[src/hw/i2cs_defines.svh]
`ifndef I2CS_DEFINES_SVH
`define I2CS_DEFINES_SVH

// own 7-bit address and the two address bytes it yields
`define I2CS_DEV_ADDR      7'h1E
`define I2CS_WR_ADDR_BYTE  {`I2CS_DEV_ADDR, 1'b0}
`define I2CS_RD_ADDR_BYTE  {`I2CS_DEV_ADDR, 1'b1}
// upper five bits of the high-speed master code
`define I2CS_HS_CODE       5'h01
// data bits per byte
`define I2CS_BIT_CNT       4'h8
// write queue shape
`define I2CS_FIFO_DEPTH    4
`define I2CS_FIFO_WIDTH    16

`endif

[src/hw/i2cs_pkg.sv]
`default_nettype none
package i2cs_pkg;

	// serial engine states, one-hot
	typedef enum logic [4:0] {
		ST_WAIT = 5'h01,
		ST_RX   = 5'h02,
		ST_ACKS = 5'h04,
		ST_TX   = 5'h08,
		ST_MACK = 5'h10
	} i2cs_fsm_type;

	// meaning of the byte being received
	typedef enum logic [1:0] {
		PH_ADDR = 2'h0,
		PH_PTR  = 2'h1,
		PH_DATA = 2'h2
	} i2cs_phase_type;

	// one register write handed to the register bank
	typedef struct packed {
		logic [7:0] addr;
		logic [7:0] data;
	} i2cs_wr_type;

endpackage
`default_nettype wire

[src/hw/i2cs_port.sv]
// Contract
// - answer only address 0x1E, bytes 0x3C/0x3D
// - work at any bus rate up to 3.4MHz
// - slow filter set at power-up and stop
// - master code switches to high-speed filters
// - write: acknowledge address and pointer
// - single write data may be nacked
// - commit data on next SDA rise after ack
// - stop restores slow filters, repeat start keeps
// - sequential write acks, stores consecutive registers; code nacks bytes while queue full or a byte pending
// - last ack level of write is don't-care
// - read: ack both address phases and pointer
// - send eight bits MSB first from pointer
// - stop leaves register pointer untouched
// - master ack requests the next register
// - master code 00001xxx gets a nack
// - acknowledge every pointer value
// - never hold SCL low, keep pace
// - ignore SCL until next start
`timescale 1ns/1ps
`default_nettype none
`include "i2cs_defines.svh"

// write queue: head always sits in word 0, so outputs are flops
module i2cs_fifo #(
	parameter int WIDTH = 16,
	parameter int DEPTH = 4
) (
	input  wire logic             core_clk,
	input  wire logic             reset,
	input  wire logic             in_valid,
	input  wire logic [WIDTH-1:0] in_data,
	output var  logic             in_ready,
	output var  logic             out_valid,
	output var  logic [WIDTH-1:0] out_data,
	input  wire logic             out_ready
);
	localparam int CW = $clog2(DEPTH + 1);

	// whole queue state
	typedef struct packed {
		logic [DEPTH-1:0][WIDTH-1:0] mem;
		logic [CW-1:0]               cnt;
		logic                        valid;
		logic                        full;
	} i2cs_fifo_state_type;

	i2cs_fifo_state_type st_q;  // registered state
	i2cs_fifo_state_type st_d;  // next state
	logic                push;  // word taken in
	logic                pop;   // word handed out
	logic [CW-1:0]       wi;    // slot for incoming word

	// shift on pop, write behind the last live word
	always_comb begin
		st_d = st_q;
		push = in_valid & ~st_q.full;
		pop  = out_ready & st_q.valid;
		wi   = st_q.cnt - CW'(pop);
		if (pop) begin
			for (int i = 0; i < DEPTH - 1; i++) begin
				st_d.mem[i] = st_q.mem[i+1];
			end
		end
		if (push) begin
			st_d.mem[wi] = in_data;
		end
		st_d.cnt   = st_q.cnt + CW'(push) - CW'(pop);
		st_d.valid = (st_d.cnt != '0);
		st_d.full  = (st_d.cnt == CW'(DEPTH));
	end

	// state register
	always_ff @(posedge core_clk) begin
		if (reset) begin
			st_q <= '0;
		end else begin
			st_q <= st_d;
		end
	end

	assign in_ready  = ~st_q.full;
	assign out_valid = st_q.valid;
	assign out_data  = st_q.mem[0];
endmodule

// two-wire register slave port, sampled on core_clk
module i2cs_port
	import i2cs_pkg::*;
(
	input  wire logic        core_clk,
	input  wire logic        reset,
	input  wire logic        scl_in,
	input  wire logic        sda_in,
	output var  logic        sda_out,
	output var  logic        sda_oe,
	output var  logic        hs_filter_sel,
	output var  logic [7:0]  reg_ptr,
	input  wire logic [7:0]  rd_data,
	output var  logic        wr_valid,
	output var  i2cs_wr_type wr_entry,
	input  wire logic        wr_ready
);
	// whole engine state
	typedef struct packed {
		logic           scl_m;    // scl first sync stage
		logic           scl_s;    // scl second sync stage
		logic           scl_p;    // scl one sample ago
		logic           sda_m;    // sda first sync stage
		logic           sda_s;    // sda second sync stage
		logic           sda_p;    // sda one sample ago
		i2cs_fsm_type   state;    // engine state
		i2cs_fsm_type   after;    // state after ack slot
		i2cs_phase_type phase;    // kind of byte received
		logic [3:0]     cnt;      // bit counter
		logic [7:0]     sh;       // shift register
		logic [7:0]     ptr;      // register pointer
		logic           more;     // master asked for more
		logic           oe;       // pulling sda low
		logic           sda_o;    // level driven, always low
		logic           hs;       // high-speed filters chosen
		logic           pend;     // byte awaiting commit
		i2cs_wr_type    pend_wr;  // byte awaiting commit
	} i2cs_state_type;

	i2cs_state_type st_q;         // registered state
	i2cs_state_type st_d;         // next state
	logic           scl_rise;     // scl rising edge
	logic           scl_fall;     // scl falling edge
	logic           sda_rise;     // sda rising edge
	logic           start_ev;     // start or repeated start
	logic           stop_ev;      // stop condition
	logic           byte_end;     // eighth-clock fall of rx byte
	logic           push;         // commit to write queue
	logic           q_ready;      // write queue has room

	// bus events from synced lines only
	assign scl_rise = st_q.scl_s & ~st_q.scl_p;
	assign scl_fall = ~st_q.scl_s & st_q.scl_p;
	assign sda_rise = st_q.sda_s & ~st_q.sda_p;
	assign start_ev = st_q.scl_s & st_q.scl_p & st_q.sda_p & ~st_q.sda_s;
	assign stop_ev  = st_q.scl_s & st_q.scl_p & ~st_q.sda_p & st_q.sda_s;
	assign byte_end = (st_q.state == ST_RX) & scl_fall
		& (st_q.cnt == `I2CS_BIT_CNT);

	// engine next state
	always_comb begin
		st_d       = st_q;
		st_d.scl_m = scl_in;
		st_d.scl_s = st_q.scl_m;
		st_d.scl_p = st_q.scl_s;
		st_d.sda_m = sda_in;
		st_d.sda_s = st_q.sda_m;
		st_d.sda_p = st_q.sda_s;
		st_d.sda_o = 1'b0;
		// data goes live on sda rise; a held-low bus commits at next byte
		push = st_q.pend & (sda_rise | byte_end);
		if (push) begin
			st_d.pend = 1'b0;
		end
		if (start_ev) begin
			// repeated start keeps the filter choice
			st_d.state = ST_RX;
			st_d.phase = PH_ADDR;
			st_d.cnt   = 4'h0;
			st_d.oe    = 1'b0;
		end else if (stop_ev) begin
			// pointer kept, slow filters back, go deaf
			st_d.state = ST_WAIT;
			st_d.hs    = 1'b0;
			st_d.ptr   = st_q.ptr;
			st_d.oe    = 1'b0;
		end else begin
			case (st_q.state)
				ST_WAIT: begin
					// scl ignored here until a start
					st_d.state = ST_WAIT;
				end
				ST_RX: begin
					if (scl_rise) begin
						st_d.sh  = {st_q.sh[6:0], st_q.sda_s};
						st_d.cnt = st_q.cnt + 4'h1;
					end else if (byte_end) begin
						// default answer: ack, go on receiving
						st_d.state = ST_ACKS;
						st_d.oe    = 1'b1;
						st_d.after = ST_RX;
						st_d.cnt   = 4'h0;
						case (st_q.phase)
							PH_ADDR: begin
								if (st_q.sh == `I2CS_WR_ADDR_BYTE) begin
									st_d.phase = PH_PTR;
								end else if (st_q.sh == `I2CS_RD_ADDR_BYTE) begin
									st_d.after = ST_TX;
								end else if (st_q.sh[7:3] == `I2CS_HS_CODE) begin
									// master code: nack, fast filters
									st_d.hs    = 1'b1;
									st_d.oe    = 1'b0;
									st_d.after = ST_WAIT;
								end else begin
									// foreign address: stay off the bus
									st_d.state = ST_WAIT;
									st_d.oe    = 1'b0;
								end
							end
							PH_PTR: begin
								// any pointer value is acked
								st_d.ptr   = st_q.sh;
								st_d.phase = PH_DATA;
							end
							default: begin
								if (q_ready & ~st_q.pend) begin
									st_d.pend         = 1'b1;
									st_d.pend_wr.addr = st_q.ptr;
									st_d.pend_wr.data = st_q.sh;
									st_d.ptr = st_q.ptr + 8'h01;
								end else begin
									// queue full or byte still pending: nack, byte dropped
									st_d.oe = 1'b0;
								end
							end
						endcase
					end
				end
				ST_ACKS: begin
					// release on ninth fall, or drive first read bit; master level here unread
					if (scl_fall) begin
						st_d.state = st_q.after;
						st_d.oe    = 1'b0;
						if (st_q.after == ST_TX) begin
							st_d.sh = rd_data;
							st_d.oe = ~rd_data[7];
						end
					end
				end
				ST_TX: begin
					if (scl_rise) begin
						st_d.cnt = st_q.cnt + 4'h1;
					end else if (scl_fall) begin
						if (st_q.cnt == `I2CS_BIT_CNT) begin
							st_d.oe    = 1'b0;
							st_d.state = ST_MACK;
							st_d.ptr   = st_q.ptr + 8'h01;
						end else begin
							// next bit, msb first
							st_d.sh = {st_q.sh[6:0], 1'b0};
							st_d.oe = ~st_q.sh[6];
						end
					end
				end
				ST_MACK: begin
					if (scl_rise) begin
						st_d.more = ~st_q.sda_s;
					end else if (scl_fall) begin
						if (st_q.more) begin
							// master acked: next register
							st_d.state = ST_TX;
							st_d.cnt   = 4'h0;
							st_d.sh    = rd_data;
							st_d.oe    = ~rd_data[7];
						end else begin
							// nack ends the read
							st_d.state = ST_WAIT;
						end
					end
				end
				default: begin
					st_d.state = ST_WAIT;
				end
			endcase
		end
	end

	// engine register; idle lines sit high
	always_ff @(posedge core_clk) begin
		if (reset) begin
			st_q       <= '0;
			st_q.state <= ST_WAIT;
			st_q.after <= ST_WAIT;
			st_q.phase <= PH_ADDR;
			st_q.scl_m <= 1'b1;
			st_q.scl_s <= 1'b1;
			st_q.scl_p <= 1'b1;
			st_q.sda_m <= 1'b1;
			st_q.sda_s <= 1'b1;
			st_q.sda_p <= 1'b1;
		end else begin
			st_q <= st_d;
		end
	end

	// committed writes wait here for the register bank
	i2cs_fifo #(
		.WIDTH (`I2CS_FIFO_WIDTH),
		.DEPTH (`I2CS_FIFO_DEPTH)
	) i2cs_fifo_inst (
		.core_clk  (core_clk),
		.reset     (reset),
		.in_valid  (push),
		.in_data   (st_q.pend_wr),
		.in_ready  (q_ready),
		.out_valid (wr_valid),
		.out_data  (wr_entry),
		.out_ready (wr_ready)
	);

	assign sda_out       = st_q.sda_o;
	assign sda_oe        = st_q.oe;
	assign hs_filter_sel = st_q.hs;
	assign reg_ptr       = st_q.ptr;
endmodule

`default_nettype wire

[config.mk]
export PLATFORM = sky130hd
export DESIGN_NAME = i2cs_port
export DESIGN_NICKNAME = d
export VERILOG_FILES = /design/src/hw/i2cs_pkg.sv /design/src/hw/i2cs_port.sv
export VERILOG_INCLUDE_DIRS = /design/src /design/src/hw
export SDC_FILE = /design/constraint.sdc
export NUM_CORES = 1
export LEC_CHECK = 0
export BUFFER_PORTS_ARGS = -buffer_cell sky130_fd_sc_hd__buf_2
export CAP_MARGIN = 20
export CORE_ASPECT_RATIO = 1.4
export CORE_MARGIN = 4
export CORE_UTILIZATION = 35
export DETAILED_ROUTE_END_ITERATION = 10
export PLACE_DENSITY = 0.62
export SYNTH_ARGS = -nofsm -noshare
export SYNTH_HDL_FRONTEND = slang
export SYNTH_HIERARCHICAL = 1
export SYNTH_SLANG_ARGS = --single-unit
[constraint.sdc]
create_clock -name core_clk -period 5.6 [get_ports core_clk]
set_input_delay 0.28 -clock core_clk [delete_from_list [all_inputs] [get_ports core_clk]]
set_output_delay 0.28 -clock core_clk [all_outputs]
set_load 0.03 [all_outputs]
# Word level (Yosys, flattened, before mapping)
# Index checks and enable logic that the tools add are counted.
[totals]
output_inout_bits = 28
wordCells = 197
register_bits = 128
in_bits = 13
[op_classes]
eq_ne = 39
n_bitwise = 27
magnitude_cmp = 2
mux = 72
add_sub_neg = 5
n_reduce_logical = 25
[ops]
columns = ["operator", "n"]
rows = [
  ["$mux 48", 2],
  ["$mux 17", 4],
  ["$bwmux 64", 1],
  ["$mux 16", 4],
  ["$mux 8", 8],
  ["$mux 18", 3],
  ["$mux 12", 4],
  ["$ne 2x2->1 const B", 17],
  ["$demux 16 s2", 1],
  ["$ne 4x4->1 const B", 8],
  ["$pmux 8 s2", 2],
  ["$pmux 8 s4", 1],
  ["$mux 5", 6],
  ["$reduce_and 8->1", 3],
  ["$mux 10", 2],
  ["$pmux 5 s4", 1],
  ["$mux 1", 19],
  ["$eq 8x6->1 const B", 2],
  ["$mux 4", 4],
  ["$and 1x1->1", 14],
  ["$reduce_and 7->1", 2],
  ["$not 1->1", 12],
  ["$pmux 4 s3", 1],
  ["$reduce_and 12->1", 1],
  ["35 further kinds", 48],
]

# Depth between registers and ports, before layout
# Gate-level depths: netlist (run 1).
[depth]
ltp_word = 14
depth_mapped = 13
depth_no_buf = 12

# Modules after synthesis
# The synthesis (run 1) kept the hierarchy.
[modules_own_cells]
columns = ["module", "instances", "cells_per_inst", "seq_area_each_um2", "area_per_inst_um2"]
rows = [
  ["i2cs_fifo", 1, 394, 1381.3, 3801.1],
  ["i2cs_port", 1, 391, 1121.1, 3051.7],
]

# Least setup slack after synthesis (run 1)
# Ideal clock, no wire load.
[synth_timing]
path_kind = "reg2reg"
startpoint = "reg st_q[50] (netlist name)"
endpoint = "reg i2cs_fifo_inst.st_q (netlist bit i2cs_fifo_inst/out_valid)"
arrival_time_ps = 2848
t_required_ps = 5471
n_path_buf = 2
synth_period_minus_slack_ps = 2977
path_slack_ps = 2623
stages_incl_launch_ff = 13
setup_ps = 129
path_cell_list = "dfxtp_1 -> buf_4 -> nor3_2 -> nand4_1 -> clkbuf_1 -> a21boi_0 -> nand2_1 -> xor2_1 -> ha_1 -> fa_1 -> xnor3_1 -> nand2b_1 -> o21ai_0"
[synth_rtl]
columns = ["element", "line", "text"]
rows = [
  ["to (signal assigned)", "i2cs_port.sv:78", "st_q <= st_d;"],
  ["to (decl)", "i2cs_port.sv:48", "i2cs_fifo_state_type st_q;"],
]

==> metrics.txt, run 1 <==
status completed; drt wl/cell 15.05 um; Seq/Total Area, Yosys 36.52%; Compound-Gate Fraction of Synth Area 22.46%; maximum clock frequency 311.0 MHz; DRC Markers 0; Distinct cells, synth 72; CTS clk-pin slew, worst paths 50 ps; Synth area leader dfxtp_1; top cells by area, synth dfxtp_1 37%, mux2i_1 11%, a21boi_0 5.5%; post-route setup TNS 0 ps; Vias 5,381; Post-CTS Setup Bufs 0; CP endpoint kind register; total wire length 15.39 mm; Arr. time, crit path 3470 ps; Yosys warning total 6; Worst slew margin 33.87%; Num CTS Buffers 17; dpl cell area 0.006943 mm2; Core ar. 0.01922 mm2; Avg Inst Size Synth 8.730 um2; Ports 41; clock buffer depth 2; post-synth top area share 36.52%; hold_ws 44.32 ps; clock sink total 125; cell count after placement 992; largest net degree at the start of global routing 115; Root Driver clkbuf_16; GR Overflow Total 0; Clock power frac 48.9%; Die X 126.3 um; Post-synth EDFFs 0; worst skew pair latency 410 ps; H-tree depth 4; maximum VDD drop 190.8 uV; filler cell count 2,022; Antenna Nets Post-Route 0; critical path class reg -> reg; post-synthesis mux area share 11.27%; Primary FF master, synth dfxtp_1; first-pass GRT wire length 25.92 mm; Slew @ Worst Pin 992.0 ps; Gate Count Post-Synth 785; crit share post-route 57.41%; Setup Skew 6.577 ps; RSZ-0062 raised after global routing false; sw frac 24.49%; final hold violation count 0; Async SR Flop Fraction 0%; initial core utilization 35.66%; post-cts sizing count 0; IO Port Bufs 39; GPL Wtd Cong 0.9142; Seq cells post-synth 125; Antenna diodes 0; XOR/XNOR Fraction of Synth Area 1.095%; clock period minus worst slack 3215 ps; CP Launch Type register; simple-gate portion of the synthesized area 20.08%; Psw 0.5642 mW; DRT iter0 DRCs 491; setup violators final 0; initial antenna violation count 0; CTS Hold Bufs 0; CTS tree built; Final #Nets 784; worst-path maximum fanout 27; synthesized area 0.006853 mm2; post-route cell area 0.007565 mm2; Final Max Slew Viols 0; Power Dens Cells 304.6 mW/mm2; via/cell ratio 5.265; gr usage total 14.19%; register share of total power 39.9%; Post-DP HPWL 10.08 mm; via count of the first global-routing pass 5,138; Synth Area in Adders 1.205%; HP Class in -> reg; Post-Layout Cell Count 1,022; combinational power share 11.2%; post-synth net total 804; chip height 173.6 um; Pint 1.740 mW; fraction of layout cells with a size suffix above 1 12.14%; DRT Pass-1 Iters 5; total of max-cap violations 0; largest family of logic cells by synthesized area compound AO/OA/AOI/OAI gates; static leakage 3.345 nW; Site Rows 60; die area 0.02191 mm2; P&R area growth vs syn 10.39%; Crit path required time 5860 ps
power by group through the flow:
stage	logic (mW)	clock network, mW	registers [mW]
2_1_floorplan	0.205	0	0.942
3_3_place_gp	0.254	0	0.939
3_5_place_dp	0.256	0	0.939
4_1_cts	0.258	1.16	0.919
5_1_grt	0.285	1.20	0.921
6_report	0.257	1.13	0.920
sequential cells by signal, summed over array words and instances, names as in the netlist:
signal and flops:
hs_filter_sel 1, i2cs_fifo_inst/out_data 16, i2cs_fifo_inst/out_valid 1, i2cs_fifo_inst/st_q 52, reg_ptr 8, sda_oe 1
st_d 4, st_q 42
final timing paths:
path | slack (ps) | from | cells past startpoint | endpoint
max | 2380 | st_q[49] | 11 | i2cs_fifo_inst/out_valid
min | 40 | sda_in | 2 | st_d[54]
max reg2reg | 2380 | st_q[49] | 11 | i2cs_fifo_inst/out_valid
min reg2reg | 410 | st_d[57] | 1 | st_d[56]
metal layers:
layer | vias up | wire (um) | GRT usage (%)
li1 | 2748 | - | -
met1 | 2525 | 7284 | 18.49
met2 | 88 | 7378 | 22.82
met3 | 20 | 429 | 2.836
met4 | 0 | 294 | 5.993
met5 | - | 0 | 0
per-stage QoR:
stage / worst slack [ps] / total power [mW] / util [%]
after global placement: 2497 / 1.192 / 36.13
final: 2385 / 2.304 / 39.36
after floorplan: 2623 / 1.147 / -
after CTS: 2408 / 2.333 / 39.24
after global routing: 2054 / 2.402 / 39.36
after detailed placement: 2409 / 1.195 / 36.13
cell families after synthesis:
group | after synthesis
AND/OR/NAND/NOR | 243
AO/OA/AOI/OAI | 230
flip-flops | 125
buffers and inverters | 96
multiplexers | 77
XOR/XNOR | 7
adder cells (fa/ha/maj) | 6
other | 1
area by class of cell:
class | count | area, um2 | share of cell area, %
clock buffer | 20 | 456.7 | 6.037
clock inverter | 8 | 142.6 | 1.886
inverter | 10 | 37.54 | 0.4962
multi-input combinational | 564 | 3849 | 50.88
sequential | 125 | 2504 | 33.10
tap | 248 | 310.3 | 4.102
timing repair buffer | 47 | 265.3 | 3.506
layout by cell type (no fill, tap or decap), types with 6 or more instances in the layout:
cell	instances
and3_1	49
nor2b_1	6
o21ai_0	33
a211oi_1	6
buf_2	38
nand2_1	48
o21ai_1	7
mux2i_1	76
nor2_1	27
or2_2	6
a31oi_1	8
a21o_1	8
nand2b_1	41
a21oi_1	45
a21boi_0	50
clkbuf_16	17
or3_1	15
dfxtp_1	124
inv_1	9
nand3_1	12
nor3_1	7
o21bai_1	48
buf_4	8
critical path: stages (launching register included):
cell and delay, ps:
dfxtp_1 630, nor2b_1 350, nand4_1 130, buf_4 240
a21boi_0 310, nand2_1 140, xor2_1 160, ha_1 190
fa_1 380, xnor3_1 350, nand2b_1 110, o21ai_0 80
cells in the mapped netlist, types with 2 or more instances:
master,n
a31oi_1,8
xor2_1,5
nand3b_1,5
or4_1,3
nor2b_1,6
and3_1,49
or2_2,6
nor3b_1,4
clkbuf_1,44
o311a_1,2
or3_1,15
a211oi_1,6
inv_1,9
nand3_1,12
buf_2,11
and4b_1,2
o211ai_1,3
a21o_1,8
mux2i_1,76
nand2_1,48
nor3_1,7
a21boi_0,50
dfxtp_1,125
a21oi_1,45
ha_1,5
a31o_1,2
o21ai_0,33
nand4_1,2
o21bai_1,48
o31ai_1,3
a221oi_1,2
nand2b_1,41
nor2_1,27
o21ai_1,7
and2_1,2
buf_4,28
No activity file was read; power rests on OpenSTA's default activity.
==> run 2, diff against run 1 <==
Settings changed: PLACE_DENSITY 0.62 to 0.64.
Clock period 5.6 ns to 2.6 ns, I/O delays scaled along.
==> metrics.txt, run 2 (synthesized netlist as in run 1, its figures left out) <==
hold_ws 36.19 ps (was 44.32 ps); CP Launch Type register (unchanged); Pint 3.610 mW (was 1.740 mW); setup violators final 0 (unchanged); via/cell ratio 5.327 (was 5.265); Slew @ Worst Pin 818.1 ps (was 992.0 ps); Crit path required time 2880 ps (was 5860 ps); Psw 1.266 mW (was 0.5642 mW); GR Overflow Total 0 (unchanged); total wire length 15.81 mm (was 15.39 mm); reg-to-reg critical path endpoint i2cs_fifo_inst/out_valid (unchanged); HP Class in -> reg (unchanged); most frequent cells in the layout 123 x dfxtp_1, 76 x mux2i_1, 49 x a21boi_0, 49 x and3_1, 48 x o21bai_1 (was 124 x dfxtp_1, 76 x mux2i_1, 50 x a21boi_0, 49 x and3_1); Setup Skew 5.392 ps (was 6.577 ps); most common cell after layout, fill and taps aside dfxtp_1 (unchanged); filler cell count 1,995 (was 2,022); Top reg by flops i2cs_fifo_inst/st_q (unchanged); max reg flops 52 (unchanged); post-route cell area 0.007719 mm2 (was 0.007565 mm2); fraction of layout cells with a size suffix above 1 14.95% (was 12.14%); status completed (unchanged); Clock power frac 47.9% (was 48.9%); DRT Pass-1 Iters 4 (was 5); crit share post-route 93.26% (was 57.41%); post-route setup TNS 0 ps (unchanged); Ports 41 (unchanged); Num CTS Buffers 17 (unchanged); drt wl/cell 15.14 um (was 15.05 um); initial core utilization 35.66% (unchanged); CTS tree built (unchanged); combinational power share 11.3% (was 11.2%); hold wc startpoint reset (was sda_in); initial antenna violation count 0 (unchanged); critical path cell sequence inv_1, ha_1, and3b_2, nand4_1, a21boi_2, nand2_2, xor2_1, ha_2, fa_2, xnor3_1, nand2b_1, o21ai_0 (was nor2b_1, nand4_1, buf_4, a21boi_0, nand2_1, xor2_1, ha_1, fa_1, xnor3_1, nand2b_1, o21ai_0); static leakage 3.407 nW (was 3.345 nW); DRC Markers 0 (unchanged); Post-DP HPWL 10.42 mm (was 10.08 mm); maximum VDD drop 321.1 uV (was 190.8 uV); Final Max Slew Viols 0 (unchanged); Tot Pwr 4.876 mW (was 2.304 mW); R2R cell count 12 (was 11); Hold Path Stages 2 (unchanged); gr usage total 14.48% (was 14.19%); H-tree depth 4 (unchanged); hold path endpoint st_q[34] (was st_d[54]); DRT iter0 DRCs 558 (was 491); Worst slew margin 45.46% (was 33.87%); clock period minus worst slack 2425 ps (was 3215 ps); die area 0.02191 mm2 (unchanged); Slowest cell on crit path dfxtp_1 (unchanged); Root Driver clkbuf_16 (unchanged); register share of total power 40.9% (was 39.9%); r2r setup slk 180 ps (was 2380 ps); Vias 5,561 (was 5,381); Die X 126.3 um (unchanged); sw frac 25.96% (was 24.49%); GPL Wtd Cong 0.9024 (was 0.9142); RSZ-0062 raised after global routing false (unchanged); Post-CTS Setup Bufs 0 (unchanged); IO Port Bufs 39 (unchanged); Antenna diodes 0 (unchanged); first-pass GRT wire length 26.75 mm (was 25.92 mm); Final #Nets 802 (was 784); Core ar. 0.01922 mm2 (unchanged); clock sink total 125 (unchanged); worst-path maximum fanout 4 (was 27); chip height 173.6 um (unchanged); CP delay by family, top adder cells (was simple AND/OR/NAND/NOR gates); Arr. time, crit path 2700 ps (was 3470 ps); clock buffer depth 2 (unchanged); Critical R2R Launch st_q[37] (was st_q[49]); Buf/Inv on CP 1 (unchanged); CTS clk-pin slew, worst paths 60 ps (was 50 ps); total of max-cap violations 0 (unchanged); worst skew pair latency 410 ps (about the same); slowest stage delay, CP 330 ps (was 630 ps); critical path class reg -> reg (unchanged); maximum clock frequency 412.4 MHz (was 311.0 MHz); largest net degree at the start of global routing 117 (was 115); final hold violation count 0 (unchanged); P&R area growth vs syn 12.63% (was 10.39%); Antenna Nets Post-Route 0 (unchanged); via count of the first global-routing pass 5,332 (was 5,138); dpl cell area 0.007107 mm2 (was 0.006943 mm2); Power Dens Cells 631.7 mW/mm2 (was 304.6 mW/mm2); CP endpoint kind register (unchanged); Site Rows 60 (unchanged)
==> run 2: cell count changes in the layout (fill, tap and decap cells not counted), moves of 2 or more <==
cell,delta
buf_4,+16
clkinvlp_4,+3
dlygate4sd3_1,+2
bufinv_16,-2
==> run 2: area by class of cell <==
type	count	area, um2	share of cell area (%)
Multi-Input combinational cell	564	3867	50.11
Sequential cell	125	2505	32.45
Clock buffer	22	474.2	6.144
Timing Repair Buffer	65	410.4	5.317
Tap cell	248	310.3	4.020
Clock inverter	10	113.9	1.475
Inverter	10	37.54	0.4863
==> run 2: power groups by stage <==
stage / clock, mW / combinational [mW] / sequential [mW]
floorplan: 0 / 0.441 / 2.03
global placement: 0 / 0.541 / 2.03
detailed placement: 0 / 0.547 / 2.03
CTS: 2.39 / 0.551 / 1.99
global route: 2.46 / 0.616 / 2.00
finish: 2.33 / 0.549 / 1.99
==> run 2: per-stage QoR <==
step	utilization, %	worst slack (ps)	instances
after detailed placement	36.98	132.7	1010
after floorplan	-	30.54	785
after CTS	40.14	122.6	1044
after global routing	40.16	6.075	1044
final	40.16	175.2	1044
after global placement	36.98	208.1	1010
==> run 2: worst max path at each step <==
| stage | from | to | slack, ps | cells after the start |
|---|---|---|---|---|
| after floorplan | st_q[37] | i2cs_fifo_inst/st_q[42] | 30 | 11 |
| after global placement | st_q[37] | i2cs_fifo_inst/out_valid | 210 | 12 |
| after detailed placement | st_q[37] | i2cs_fifo_inst/out_valid | 130 | 12 |
| after CTS | st_q[37] | i2cs_fifo_inst/out_valid | 120 | 12 |
| after global routing | st_q[37] | i2cs_fifo_inst/out_valid | 6 | 12 |
| final | st_q[37] | i2cs_fifo_inst/out_valid | 180 | 12 |
==> run 2: routing by layer <==
metal	GRT usage, %	vias to the layer above	wire [um]
met1	19.01	2634	7364
met2	23.09	105	7594
met4	6.306	0	359
met5	0	-	0
met3	2.774	29	493
li1	-	2793	-
==> run 2: repair_timing <==
action,CTS,global route
endpoints found under the hold margin,2,0
hold buffers,2,0
resized for setup,0,2
endpoints found under the setup margin,0,2
==> run 3, diff against run 2 <==
Settings changed: PLACE_DENSITY 0.64 to unset.
==> metrics.txt, run 3 (synthesized netlist as in run 1, its figures left out) <==
Post-CTS Setup Bufs 0 (unchanged); Num CTS Buffers 17 (unchanged); Slowest cell on crit path dfxtp_1 (unchanged); IO Port Bufs 39 (unchanged); Final #Nets 803 (was 802); largest net degree at the start of global routing 98 (was 117); Post-DP HPWL 10.42 mm (about the same); max reg flops 52 (unchanged); status completed (unchanged); Crit path required time 2870 ps (was 2880 ps); worst setup margin 167.0 ps (was 175.2 ps); critical path class reg -> reg (unchanged); Slew @ Worst Pin 812.2 ps (was 818.1 ps); fraction of layout cells with a size suffix above 1 15.06% (was 14.95%); Power Dens Cells 650.3 mW/mm2 (was 631.7 mW/mm2); HP Class in -> reg (unchanged); DRT Pass-1 Iters 5 (was 4); total of max-cap violations 0 (unchanged); Worst slew margin 45.86% (was 45.46%); DRT iter0 DRCs 472 (was 558); Buf/Inv on CP 1 (unchanged); Setup Skew 9.447 ps (was 5.392 ps); Antenna diodes 0 (unchanged); most common cell after layout, fill and taps aside dfxtp_1 (unchanged); setup violators final 0 (unchanged); slowest stage delay, CP 340 ps (was 330 ps); most frequent cells in the layout 123 x dfxtp_1, 76 x mux2i_1, 49 x a21boi_0, 49 x and3_1 (was 123 x dfxtp_1, 76 x mux2i_1, 49 x a21boi_0, 49 x and3_1, 48 x o21bai_1); die area 0.02191 mm2 (unchanged); critical path cell sequence inv_1, ha_1, and3b_2, nand4_1, a21boi_2, nand2_1, xor2_1, ha_2, fa_2, xnor3_1, nand2b_1, o21ai_0 (was inv_1, ha_1, and3b_2, nand4_1, a21boi_2, nand2_2, xor2_1, ha_2, fa_2, xnor3_1, nand2b_1, o21ai_0); H-tree depth 4 (unchanged); Root Driver clkbuf_16 (unchanged); worst skew pair latency 420 ps (was 410 ps); post-route setup TNS 0 ps (unchanged); Site Rows 60 (unchanged); chip height 173.6 um (unchanged); CTS tree built (unchanged); CP Launch Type register (unchanged); initial antenna violation count 0 (unchanged); clock period minus worst slack 2433 ps (was 2425 ps); Top reg by flops i2cs_fifo_inst/st_q (unchanged); DRC Markers 0 (unchanged); register area 0.002505 mm2 (unchanged); Ports 41 (unchanged); Arr. time, crit path 2700 ps (about the same); Final Max Slew Viols 0 (unchanged); via count of the first global-routing pass 5,226 (was 5,332); GPL Wtd Cong 0.9456 (was 0.9024); filler cell count 1,978 (was 1,995); clock sink total 125 (unchanged); worst-path maximum fanout 4 (unchanged); total wire length 15.86 mm (was 15.81 mm); RSZ-0062 raised after global routing false (unchanged); drt wl/cell 15.17 um (was 15.14 um); first-pass GRT wire length 26.43 mm (was 26.75 mm); via/cell ratio 5.251 (was 5.327); P&R area growth vs syn 13.24% (was 12.63%); gr usage total 14.49% (was 14.48%); Core ar. 0.01922 mm2 (unchanged); maximum VDD drop 369.5 uV (was 321.1 uV); GR Overflow Total 0 (unchanged); CTS clk-pin slew, worst paths 60 ps (about the same); initial core utilization 35.66% (unchanged); Multi-input gate area 0.003865 mm2 (was 0.003867 mm2); static leakage 3.435 nW (was 3.407 nW); CP endpoint kind register (unchanged); Vias 5,487 (was 5,561); Die X 126.3 um (unchanged); CP delay by family, top adder cells (unchanged); crit share post-route 93.58% (was 93.26%); clock buffer depth 2 (unchanged); DP Worst Slack 158.1 ps (was 132.7 ps); Antenna Nets Post-Route 0 (unchanged); final hold violation count 0 (unchanged); maximum clock frequency 411.0 MHz (was 412.4 MHz)
run 3: stage by stage:
stage | hold slack [ps] | power, mW | utilization [%] | instances | area [um2]
floorplan | 233.8 | 2.472 | - | 785 | 6883
global placement | 313.8 | 2.579 | 37.02 | 1011 | 7114
detailed placement | 314.8 | 2.580 | 37.02 | 1011 | 7114
CTS | 99.64 | 5.113 | 40.37 | 1045 | 7759
global route | 124.4 | 5.240 | 40.38 | 1045 | 7760
finish | 112.4 | 5.046 | 40.38 | 1045 | 7760
run 3: layout make-up:
| cell class | count | share of cell area, % |
|---|---|---|
| well taps | 248 | 3.999 |
| clock buffers | 20 | 5.885 |
| multi-input cells | 564 | 49.81 |
| flip-flops and latches | 125 | 32.28 |
| repair buffers | 66 | 5.385 |
| inverters | 10 | 0.4837 |
| clock inverters | 12 | 2.161 |
run 3: power by group:
group          leakage (nW)  total [mW]  internal [mW]  switching, mW
Sequential             1.01        1.99           1.95         0.0384
Clock                 0.302        2.50           1.64          0.860
Combinational          2.12       0.550          0.174          0.376
Total                  3.43        5.05           3.77           1.27
run 3: worst paths after layout:
| path | from | endpoint | slack (ps) | cells after the start |
|---|---|---|---|---|
| worst max register to register | st_q[37] | i2cs_fifo_inst/out_valid | 170 | 12 |
| worst max-delay path | st_q[37] | i2cs_fifo_inst/out_valid | 170 | 12 |
| worst min register to register | st_d[57] | st_d[56] | 410 | 1 |
| worst min-delay path | rd_data[1] | st_q[30] | 110 | 4 |
run 3: worst register-to-register path: stages (launching register included):
cell and delay, ps:
dfxtp_1 340, inv_1 80, ha_1 160, and3b_2 220, nand4_1 140, a21boi_2 220, nand2_1 100, xor2_1 150
ha_2 170, fa_2 320, xnor3_1 170, nand2b_1 120, o21ai_0 90
run 3: what timing repair did:
action / in CTS / in global routing
endpoints found under the hold margin: 2 / 0
endpoints found under the setup margin: 0 / 2
resized for setup: 0 / 1
hold buffers: 2 / 0
run 3: routing by layer:
layer / GRT usage (%) / vias up / wire length, um / share of wire [%]
li1: - / 2791 / - / -
met1: 18.74 / 2588 / 7478 / 47
met2: 23.65 / 94 / 7662 / 48
met3: 3.360 / 14 / 525 / 3.3
met4: 5.098 / 0 / 189 / 1.2
met5: 0 / - / 0 / 0
